### src/spi_prescale_pkg.sv
package spi_prescale_pkg;
  // ----------------------------------------
  // register offsets (byte addresses)
  // ----------------------------------------
  localparam logic [7:0] OFS_CTRL = 8'h00;
  localparam logic [7:0] OFS_ATTR = 8'h04;
  localparam logic [7:0] OFS_STATUS = 8'h08;
  // ----------------------------------------
  // field positions
  // ----------------------------------------
  localparam int AT_PRESC_LSB = 18;
  localparam int BAUD_PRESC_LSB = 16;
  localparam int AT_SCALER_LSB = 4;
  localparam int BAUD_SCALER_LSB = 0;
  localparam int CTRL_MASTER_BIT = 0;
  localparam int CTRL_START_BIT = 1;
  localparam int ST_BUSY_BIT = 0;
  localparam int ST_GAP_BIT = 1;
  localparam int ST_PEND_BIT = 2;
  localparam int ST_MASTER_BIT = 3;
  localparam int ST_BAUD_DIV_LSB = 8;
  localparam int ST_AT_DIV_LSB = 12;
  // ----------------------------------------
  // reset values and counts
  // ----------------------------------------
  localparam logic [31:0] ATTR_RESET = 32'h0000_0000;
  localparam logic [31:0] CTRL_RESET = 32'h0000_0000;
  localparam int FRAME_EDGES = 16;
  // ----------------------------------------
  // types
  // ----------------------------------------
  typedef struct packed {
    logic [1:0] atPresc;
    logic [1:0] baudPresc;
    logic [3:0] atScaler;
    logic [3:0] baudScaler;
  } timing_cfg_t;
  typedef struct packed {
    logic sck;
    logic sckOe;
    logic pcsN;
    logic pcsOe;
  } spi_pins_t;
  // ----------------------------------------
  // prescaler decode
  // ----------------------------------------
  function automatic logic [2:0] at_prescale_value(input logic [1:0] code);
    case (code)
      2'h0: at_prescale_value = 3'h1;
      2'h1: at_prescale_value = 3'h3;
      2'h2: at_prescale_value = 3'h5;
      default: at_prescale_value = 3'h7;
    endcase
  endfunction
  function automatic logic [2:0] baud_prescale_value(input logic [1:0] code);
    case (code)
      2'h0: baud_prescale_value = 3'h2;
      2'h1: baud_prescale_value = 3'h3;
      2'h2: baud_prescale_value = 3'h5;
      default: baud_prescale_value = 3'h7;
    endcase
  endfunction
endpackage

// ----------------------------------------
// prescale divider: one tick every divisor cycles
// ----------------------------------------
module prescale_divider #(
  parameter int WIDTH = 3
) (
  // clock and reset
  input wire logic core_clk,
  input wire logic nrst,
  // control
  input wire logic run,
  input wire logic [WIDTH-1:0] divisor,
  // result
  output logic tick
);
  logic [WIDTH-1:0] cnt_ff;
  logic [WIDTH-1:0] nxt_cnt;
  logic tick_ff;
  logic nxt_tick;

  if (WIDTH < 1) begin
    $error("divider width must be at least 1");
  end

  always_comb begin
    nxt_cnt = '0;
    nxt_tick = 1'b0;
    if (run) begin
      if (cnt_ff >= divisor - WIDTH'(1)) begin
        nxt_tick = 1'b1;
      end else begin
        nxt_cnt = cnt_ff + WIDTH'(1);
      end
    end
  end

  always_ff @(posedge core_clk or negedge nrst) begin
    if (!nrst) begin
      cnt_ff <= '0;
      tick_ff <= 1'b0;
    end else begin
      cnt_ff <= nxt_cnt;
      tick_ff <= nxt_tick;
    end
  end

  assign tick = tick_ff;
endmodule

### src/spi_clock_delay.sv
// Operation
// - the after-transfer prescale field sets the prescaler of the chip-select idle gap.
// - the after-transfer prescale is used only as master and ignored as slave.
// - after-transfer prescale codes 00, 01, 10, 11 give 1, 3, 5, 7.
// - the baud prescale field selects the prescaler for the serial clock rate.
// - the baud prescale is used only as master; as slave no serial clock is made.
// - the bus clock is divided by the baud prescaler first, then by the baud scaler.
// - baud prescale codes 00, 01, 10 give divide by 2, 3, 5.
module spi_clock_delay (
  // clock and reset
  input wire logic core_clk,
  input wire logic nrst,
  // apb slave
  input wire logic psel,
  input wire logic penable,
  input wire logic pwrite,
  input wire logic [7:0] paddr,
  input wire logic [31:0] pwdata,
  output logic [31:0] prdata,
  output logic pready,
  output logic pslverr,
  // serial pins
  output logic sck,
  output logic sckOe,
  output logic pcsN,
  output logic pcsOe
);
  typedef enum logic [1:0] {IDLE, SHIFT, GAP} state_t;

  // ----------------------------------------
  // registers
  // ----------------------------------------
  state_t st_ff;
  state_t nxt_st;
  logic [31:0] attr_ff;
  logic [31:0] nxt_attr;
  logic master_ff;
  logic nxt_master;
  logic pend_ff;
  logic nxt_pend;
  logic [3:0] scCnt_ff;
  logic [3:0] nxt_scCnt;
  logic [4:0] edgeCnt_ff;
  logic [4:0] nxt_edgeCnt;
  spi_prescale_pkg::spi_pins_t pins_ff;
  spi_prescale_pkg::spi_pins_t nxt_pins;
  logic [31:0] prdata_ff;
  logic [31:0] nxt_prdata;
  logic pready_ff;
  logic nxt_pready;
  logic pslverr_ff;
  logic nxt_pslverr;

  spi_prescale_pkg::timing_cfg_t cfg;
  logic [2:0] baudDiv;
  logic [2:0] atDiv;
  logic baudTick;
  logic gapTick;
  logic wrAccess;
  logic setupPhase;
  logic mapped;
  logic startWrite;

  // ----------------------------------------
  // field decode
  // ----------------------------------------
  always_comb begin
    cfg.atPresc = attr_ff[spi_prescale_pkg::AT_PRESC_LSB +: 2];
    cfg.baudPresc = attr_ff[spi_prescale_pkg::BAUD_PRESC_LSB +: 2];
    cfg.atScaler = attr_ff[spi_prescale_pkg::AT_SCALER_LSB +: 4];
    cfg.baudScaler = attr_ff[spi_prescale_pkg::BAUD_SCALER_LSB +: 4];
    atDiv = spi_prescale_pkg::at_prescale_value(cfg.atPresc);
    baudDiv = spi_prescale_pkg::baud_prescale_value(cfg.baudPresc);
  end

  // ----------------------------------------
  // prescalers
  // ----------------------------------------
  prescale_divider #(.WIDTH(3)) u_baud_div (
    .core_clk(core_clk),
    .nrst(nrst),
    .run(st_ff == SHIFT && master_ff),
    .divisor(baudDiv),
    .tick(baudTick)
  );

  prescale_divider #(.WIDTH(3)) u_gap_div (
    .core_clk(core_clk),
    .nrst(nrst),
    .run(st_ff == GAP && master_ff),
    .divisor(atDiv),
    .tick(gapTick)
  );

  // ----------------------------------------
  // apb slave
  // ----------------------------------------
  assign setupPhase = psel && !penable;
  assign wrAccess = psel && penable && pwrite && pready_ff;
  assign startWrite = wrAccess && paddr == spi_prescale_pkg::OFS_CTRL
    && pwdata[spi_prescale_pkg::CTRL_START_BIT];

  always_comb begin
    mapped = paddr == spi_prescale_pkg::OFS_CTRL || paddr == spi_prescale_pkg::OFS_ATTR
      || paddr == spi_prescale_pkg::OFS_STATUS;
    nxt_pready = setupPhase;
    nxt_pslverr = setupPhase && !mapped;
    nxt_prdata = prdata_ff;
    if (setupPhase) begin
      nxt_prdata = 32'h0000_0000;
      case (paddr)
        spi_prescale_pkg::OFS_CTRL: nxt_prdata[spi_prescale_pkg::CTRL_MASTER_BIT] = master_ff;
        spi_prescale_pkg::OFS_ATTR: nxt_prdata = attr_ff;
        spi_prescale_pkg::OFS_STATUS: begin
          nxt_prdata[spi_prescale_pkg::ST_BUSY_BIT] = st_ff != IDLE;
          nxt_prdata[spi_prescale_pkg::ST_GAP_BIT] = st_ff == GAP;
          nxt_prdata[spi_prescale_pkg::ST_PEND_BIT] = pend_ff;
          nxt_prdata[spi_prescale_pkg::ST_MASTER_BIT] = master_ff;
          nxt_prdata[spi_prescale_pkg::ST_BAUD_DIV_LSB +: 3] = baudDiv;
          nxt_prdata[spi_prescale_pkg::ST_AT_DIV_LSB +: 3] = atDiv;
        end
        default: nxt_prdata = 32'h0000_0000;
      endcase
    end
    nxt_attr = attr_ff;
    nxt_master = master_ff;
    if (wrAccess && paddr == spi_prescale_pkg::OFS_ATTR) begin
      nxt_attr = pwdata;
    end
    if (wrAccess && paddr == spi_prescale_pkg::OFS_CTRL) begin
      nxt_master = pwdata[spi_prescale_pkg::CTRL_MASTER_BIT];
    end
  end

  always_ff @(posedge core_clk or negedge nrst) begin
    if (!nrst) begin
      prdata_ff <= 32'h0000_0000;
      pready_ff <= 1'b0;
      pslverr_ff <= 1'b0;
      attr_ff <= spi_prescale_pkg::ATTR_RESET;
      master_ff <= spi_prescale_pkg::CTRL_RESET[spi_prescale_pkg::CTRL_MASTER_BIT];
    end else begin
      prdata_ff <= nxt_prdata;
      pready_ff <= nxt_pready;
      pslverr_ff <= nxt_pslverr;
      attr_ff <= nxt_attr;
      master_ff <= nxt_master;
    end
  end

  // ----------------------------------------
  // frame sequencer
  // ----------------------------------------
  always_comb begin
    nxt_st = st_ff;
    nxt_scCnt = scCnt_ff;
    nxt_edgeCnt = edgeCnt_ff;
    nxt_pend = pend_ff;
    case (st_ff)
      IDLE: begin
        if (pend_ff && master_ff) begin
          nxt_st = SHIFT;
          nxt_pend = 1'b0;
          nxt_scCnt = 4'h0;
          nxt_edgeCnt = 5'h00;
        end
      end
      SHIFT: begin
        if (baudTick) begin
          if (scCnt_ff == cfg.baudScaler) begin
            nxt_scCnt = 4'h0;
            if (edgeCnt_ff == 5'(spi_prescale_pkg::FRAME_EDGES - 1)) begin
              nxt_st = GAP;
            end else begin
              nxt_edgeCnt = edgeCnt_ff + 5'h01;
            end
          end else begin
            nxt_scCnt = scCnt_ff + 4'h1;
          end
        end
      end
      GAP: begin
        if (gapTick) begin
          if (scCnt_ff == cfg.atScaler) begin
            nxt_st = IDLE;
            nxt_scCnt = 4'h0;
          end else begin
            nxt_scCnt = scCnt_ff + 4'h1;
          end
        end
      end
      default: nxt_st = IDLE;
    endcase
    if (!master_ff || !nxt_master) begin
      nxt_st = IDLE;
    end
    if (startWrite) begin
      nxt_pend = 1'b1;
    end
    nxt_pins.sckOe = nxt_master;
    nxt_pins.pcsOe = nxt_master;
    nxt_pins.pcsN = nxt_st != SHIFT;
    nxt_pins.sck = pins_ff.sck;
    if (nxt_st != SHIFT) begin
      nxt_pins.sck = 1'b0;
    end else if (st_ff == SHIFT && baudTick && scCnt_ff == cfg.baudScaler) begin
      nxt_pins.sck = !pins_ff.sck;
    end
  end

  always_ff @(posedge core_clk or negedge nrst) begin
    if (!nrst) begin
      st_ff <= IDLE;
      scCnt_ff <= 4'h0;
      edgeCnt_ff <= 5'h00;
      pend_ff <= 1'b0;
      pins_ff <= '{sck: 1'b0, sckOe: 1'b0, pcsN: 1'b1, pcsOe: 1'b0};
    end else begin
      st_ff <= nxt_st;
      scCnt_ff <= nxt_scCnt;
      edgeCnt_ff <= nxt_edgeCnt;
      pend_ff <= nxt_pend;
      pins_ff <= nxt_pins;
    end
  end

  assign prdata = prdata_ff;
  assign pready = pready_ff;
  assign pslverr = pslverr_ff;
  assign sck = pins_ff.sck;
  assign sckOe = pins_ff.sckOe;
  assign pcsN = pins_ff.pcsN;
  assign pcsOe = pins_ff.pcsOe;

  // ----------------------------------------
  // checks
  // ----------------------------------------
  logic [7:0] tickGap_ff;
  logic tickSeen_ff;
  logic [7:0] gapCyc_ff;
  logic sckPrev_ff;
  logic togSeen_ff;
  logic [7:0] halfCyc_ff;

  always_ff @(posedge core_clk or negedge nrst) begin
    if (!nrst) begin
      tickGap_ff <= 8'h00;
      tickSeen_ff <= 1'b0;
      gapCyc_ff <= 8'h00;
      sckPrev_ff <= 1'b0;
      togSeen_ff <= 1'b0;
      halfCyc_ff <= 8'h00;
    end else begin
      tickGap_ff <= (baudTick || st_ff != SHIFT) ? 8'h00 : tickGap_ff + 8'h01;
      tickSeen_ff <= st_ff == SHIFT && (tickSeen_ff || baudTick);
      gapCyc_ff <= (st_ff == GAP) ? gapCyc_ff + 8'h01 : 8'h00;
      sckPrev_ff <= sck;
      togSeen_ff <= !pcsN && (togSeen_ff || sck != sckPrev_ff);
      halfCyc_ff <= (pcsN || sck != sckPrev_ff) ? 8'h01 : halfCyc_ff + 8'h01;
    end
  end
endmodule

### config.mk
export PLATFORM = sky130hd
export DESIGN_NAME = spi_clock_delay
export DESIGN_NICKNAME = d
export VERILOG_FILES = /design/src/spi_prescale_pkg.sv /design/src/spi_clock_delay.sv
export SDC_FILE = /design/constraint.sdc
export NUM_CORES = 1
export LEC_CHECK = 0
export ABC_AREA = 1
export BUFFER_PORTS_ARGS = -buffer_cell sky130_fd_sc_hd__buf_4
export CAP_MARGIN = 20
export CELL_PAD_IN_SITES_DETAIL_PLACEMENT = 1
export CELL_PAD_IN_SITES_GLOBAL_PLACEMENT = 2
export CORE_MARGIN = 2
export CORE_UTILIZATION = 30
export CTS_CLUSTER_DIAMETER = 80
export DETAILED_ROUTE_END_ITERATION = 10
export PLACE_DENSITY = 0.81
export SLEW_MARGIN = 20
export SYNTH_ARGS = -nofsm -noshare
export SYNTH_HDL_FRONTEND = slang
export SYNTH_SLANG_ARGS = --single-unit
### constraint.sdc
create_clock -name core_clk -period 1.8 [get_ports core_clk]
set_input_delay 0.18 -clock core_clk [delete_from_list [all_inputs] [get_ports core_clk]]
set_output_delay 0.18 -clock core_clk [all_outputs]
set_load 0.05 [all_outputs]
After elaboration in Yosys (flattened, before gate mapping). Index checks and enable logic that the tools add are counted.

Register bits: 89. Input bits: 45. Output and inout bits: 38. Logic and storage cells: 116.

Add/subtract/negate cells: 6. $lt $le $gt $ge: 2. Equality and inequality tests: 17. Muxes and demuxes: 42. Reduce and logical (&&, ||, !) cells: 34.

Operators with widths (count): $mux W4 (6); $mux W5 (4); $pmux W3 S2 (3); $pmux W3 S3 (2); $mux W17 (1); $mux W2 (7); $logic_and A1 B1 Y1 (13); $mux W3 (4); $pmux W4 S3 (1); $mux W1 (11); $pmux W5 S2 (1); $reduce_bool A2 Y1 (5); $eq A4 B4 Y1 (2); $eq A8 B3 Y1 const B (1); $eq A8 B4 Y1 const B (1); $logic_not A8 Y1 (1); $ne A2 B1 Y1 const B (4); $add A3 B1 Y3 const B (2); $eq A2 B1 Y1 const B (3); $eq A2 B2 Y1 const B (3); $ge A3 B3 Y1 (2); $logic_not A2 Y1 (3); $pmux W2 S3 (1); $sub A3 B1 Y3 const B (2); 11 further kinds (18).

Logic depth before layout (Yosys ltp).
Word-level depth: 10. Mapped depth: 11. Depth with buffers taken out: 11.

Modules after synthesis. A second synthesis with hierarchy kept.

Cells, all modules: 471. Area, all modules: 4331.7 um2.

Modules (own cells, without submodules): spi_clock_delay (times used 1, cells each 407, area each 3798.6 um2, seq. area each 2028.2 um2); prescale_divider (times used 2, cells each 32, area each 266.5 um2, seq. area each 100.1 um2).

Worst setup path after synthesis. Ideal clock, no wire load.

Path kind: reg-to-reg. Start: reg attr_ff[17]. End: reg u_baud_div.tick_ff, in the netlist u_baud_div.tick. Library setup time: 63 ps. Data arrival time: 1690 ps. Slack: 47 ps. Stages on the path, launching flop included: 10. Path buffers: 0. Period minus slack after synthesis: 1753 ps. Cells stage by stage: dfrtp_1 inv_1 nor2_1 ha_1 xnor2_1 ha_1 nand2_1 o211a_1 or2_2 inv_1.

Word-level cells in the longest chain between the ends: 6.

RTL lines: start: declaration (line spi_clock_delay.sv:35) `logic [31:0] attr_ff;`; start signal: assignment (line spi_clock_delay.sv:140) `attr_ff <= spi_prescale_pkg::ATTR_RESET;`; start signal: assignment (line spi_clock_delay.sv:146) `attr_ff <= nxt_attr;`; $eq A2 B2 Y1, or another cell as far along (line spi_prescale_pkg.sv:56) `case (code)`; $pmux W3 S3 (*) (line spi_prescale_pkg.sv:56); $sub A3 B1 Y3 (*) (line spi_prescale_pkg.sv:93) `if (cnt_ff >= divisor - WIDTH'(1)) begin`; $ge A3 B3 Y1 (*) (line spi_prescale_pkg.sv:93); $mux W1 (*) (line spi_prescale_pkg.sv:93); $mux W1 (*) (line spi_prescale_pkg.sv:92) `if (run) begin`; named net u_baud_div.nxt_tick (line spi_prescale_pkg.sv:83) `logic nxt_tick;`; end signal: assignment (line spi_prescale_pkg.sv:107) `tick_ff <= nxt_tick;`; end: declaration (line spi_prescale_pkg.sv:82) `logic tick_ff;`.

Mark *: on every way through the listed nets, which the timed path passes. The rest lies on a longest branch. A chain may end at the register's enable or synchronous reset.

Final worst setup path. Ends and elaborated chain as after synthesis.

==> impl_metrics.yaml <==
timing:
  worst_pin_slew_ns: 0.363
  tns_ns: -0.00746
  drv_slew: 0
  relSlewSlack_pct: 75.8
  max_clock_freq_mhz: 553
  finalClockSkew_ns: 0.00594
  rsz0062_at_grt: "true"
  min_period_ns: 1.81
  setup_ws_ns: -0.00746
  hold_viol: 0
  setup_viol: 1
  post-route-period-util_pct: 100
run:
  maxCapViolCount: 0
run_status:
  violations: "negative setup slack"
  outcome: "complete, but fails checks"
final_layout:
  finish.net_count: 611
  diodes: 0
  stdcell_area_um2: 5560
  drive_gt1_share_pct: 32.7
  area_growth_pct: 32.0
  final_cells: 736
critical_path:
  cp-start-kind: "register"
  cp.required_ns: 2.09
  r2r_cells: 9
  critical_path.max_fanout: 4
  critPathKind: "register to register"
  cp-end-kind: "register"
  cp_data_arrival_time_ns: 2.09
die:
  row_count: 43
  dieArea_um2: 15000
  coreArea_um2: 13800
  chipWidth_um: 123
  die_h_um: 123
  pin_count: 83
  initial_core_util_pct: 30.5
yosys:
  synthCells: 448
  ys_seq_area_share_pct: 52.8
  synth_area_leaders: "dfrtp_1 52%, nand2_1 11%, mux2_4 6.1%, ha_1 4.5%, o21ai_0 3.9%"
  yosys.area.top_type: "dfrtp_1"
  syn-cell-area_um2: 4220
  yosysWarnings: 0
  ys_types: 39
  synth_top_flop_cell: "dfrtp_1"
  ys_ff_latch: 89
  syn_area_per_cell_um2: 9.41
  synthesis.nets: 508
  yosysTopAreaCellShare_pct: 52.2
  async_flop_share_pct: 100
  synth_most_common_cell: "nand2_1"
  netlist_top_cells_count: "121 x nand2_1, 88 x dfrtp_1, 43 x inv_1"
  synth_edf_count: 0
route:
  dr.pass1.iters: 4
  drcViolationCount: 0
  initialDrtViolationCount: 111
  wl_per_cell_um: 15.6
  vias: 3413
  ant_nets: 0
  avgViaCountPerCell: 4.64
  routed_wl_mm: 11.5
clocking:
  cts_tree: "yes"
  cts_buffer_depth: 2
  root_buffer: "clkbuf_16"
  numCtsBuffers: 9
  worstSkewPairLatency_ns: 0.34
  cts_num_sinks: 89
  clk_pin_slew_worst_paths_ns: 0.07
  htreeDepth: 3
global_routing:
  grt_use_total_pct: 15.9
  grt_max_degree: 59
  antenna_found_initial: 0
  grt_pass1_vias: 3693
  globalRouteOverflowTotal: 0
  grt_pass1_wl_mm: 18.5
place:
  place_congestion: 0.828
  dp.cells: 712
  place_area_um2: 5130
  port_buffers: 82
  place_ws_ns: -0.0581
  dpl.hpwl_mm: 8.18
hold_path:
  min_path_type: "primary input to register"
  holdPathStages: 2
power_and_ir_drop:
  total_power_mw: 4.22
  powerDensity_nw_per_um2: 759
  p_leak_nw: 2.81
  ir_drop_mv: 0.402
sequential cells by signal, summed over array words and instances, names as in the netlist:
signal             flops
attr_ff               32
edgeCnt_ff             5
pcsN                   1
pcsOe                  1
pend_ff                1
prdata                32
pready                 1
pslverr                1
scCnt_ff               4
sck                    1
st_ff                  2
u_baud_div.cnt_ff      3
u_baud_div.tick        1
u_gap_div.cnt_ff       3
u_gap_div.tick         1
cell families after synthesis:
family | count (synthesis) | synth area share (%)
adder cells (fa/ha/maj) | 15 | 4.45
XOR/XNOR | 7 | 1.45
flip-flops | 89 | 52.8
multiplexers | 21 | 7.12
AND/OR/NAND/NOR | 191 | 19.1
buffers and inverters | 62 | 6.32
AO/OA/AOI/OAI | 63 | 8.66
path summary, 6_finish.rpt:
path	slack, ns	end	start
hold / removal	0.06	attr_ff[20]	pwdata[20]
setup reg to reg	-0.007	u_baud_div.tick	attr_ff[17]
hold reg to reg	0.47	u_baud_div.cnt_ff[0]	u_baud_div.cnt_ff[0]
max in group asynchronous	1.04	pcsN	nrst
setup / recovery	-0.007	u_baud_div.tick	attr_ff[17]
min in group asynchronous	0.19	attr_ff[21]	nrst
per-stage QoR:
stage / hold WS, ns / util, %
floorplan: -0.116 / -
CTS: 0.0501 / 39.5
global route: 0.0527 / 40.2
finish: 0.0619 / 40.2
detailed placement: 0.00781 / 37.1
global placement: 0.00801 / 37.1
routing by layer:
metal / vias up / global-route usage (%) / part of all wire [%]
met1: 1699 / 20.5 / 45
met4: 0 / 6.61 / 1.8
met2: 54 / 26.4 / 50
met3: 16 / 2.60 / 3.1
met5: - / 0 / 0
li1: 1644 / - / -
cell usage in the layout (no fill, tap or decap), drive strengths merged, types with 2 or more instances in the layout:
cell type,n
nand2,122
o211ai,4
a21oi,13
buf,107
mux2,21
nor2,43
xnor2,4
ha,15
nand4,4
o22ai,3
o21ai,33
clkbuf,9
a31oi,2
xor2,3
nand3,14
o31ai,3
dfrtp,88
or2,2
nor3,4
inv,51
report_power, final:
part	switching, mW	internal [mW]	total, mW
clock	0.860	0.968	1.83
sequential	0.0144	2.02	2.04
combinational	0.215	0.143	0.359
total	1.09	3.13	4.22
critical path, stage by stage, from the launching register on:
cell and delay [ns]:
dfrtp_1 0.43, inv_2 0.10, nor2_4 0.05, ha_4 0.17, xnor2_2 0.14, ha_4 0.29
nand2_2 0.05, o211a_1 0.25, or2_4 0.24, inv_2 0.04
final cells by class:
class                           count  area, µm²
Fill cell                        1576       8260
Sequential cell                    89       2230
Multi-Input combinational cell    297       1810
Timing Repair Buffer              108        838
Clock buffer                        9        225
Tap cell                          180        225
Inverter                           46        178
Clock inverter                      7       61.3
what timing repair did:
item	4_1_cts	5_1_grt
pin swaps	3	8
endpoints found under the setup margin	8	15
gates cloned	0	0
hold endpoints to repair	88	0
resized for setup	7	19
hold buffers	1	0
buffers inserted	3	4
(Power assumes the default switching activity.)
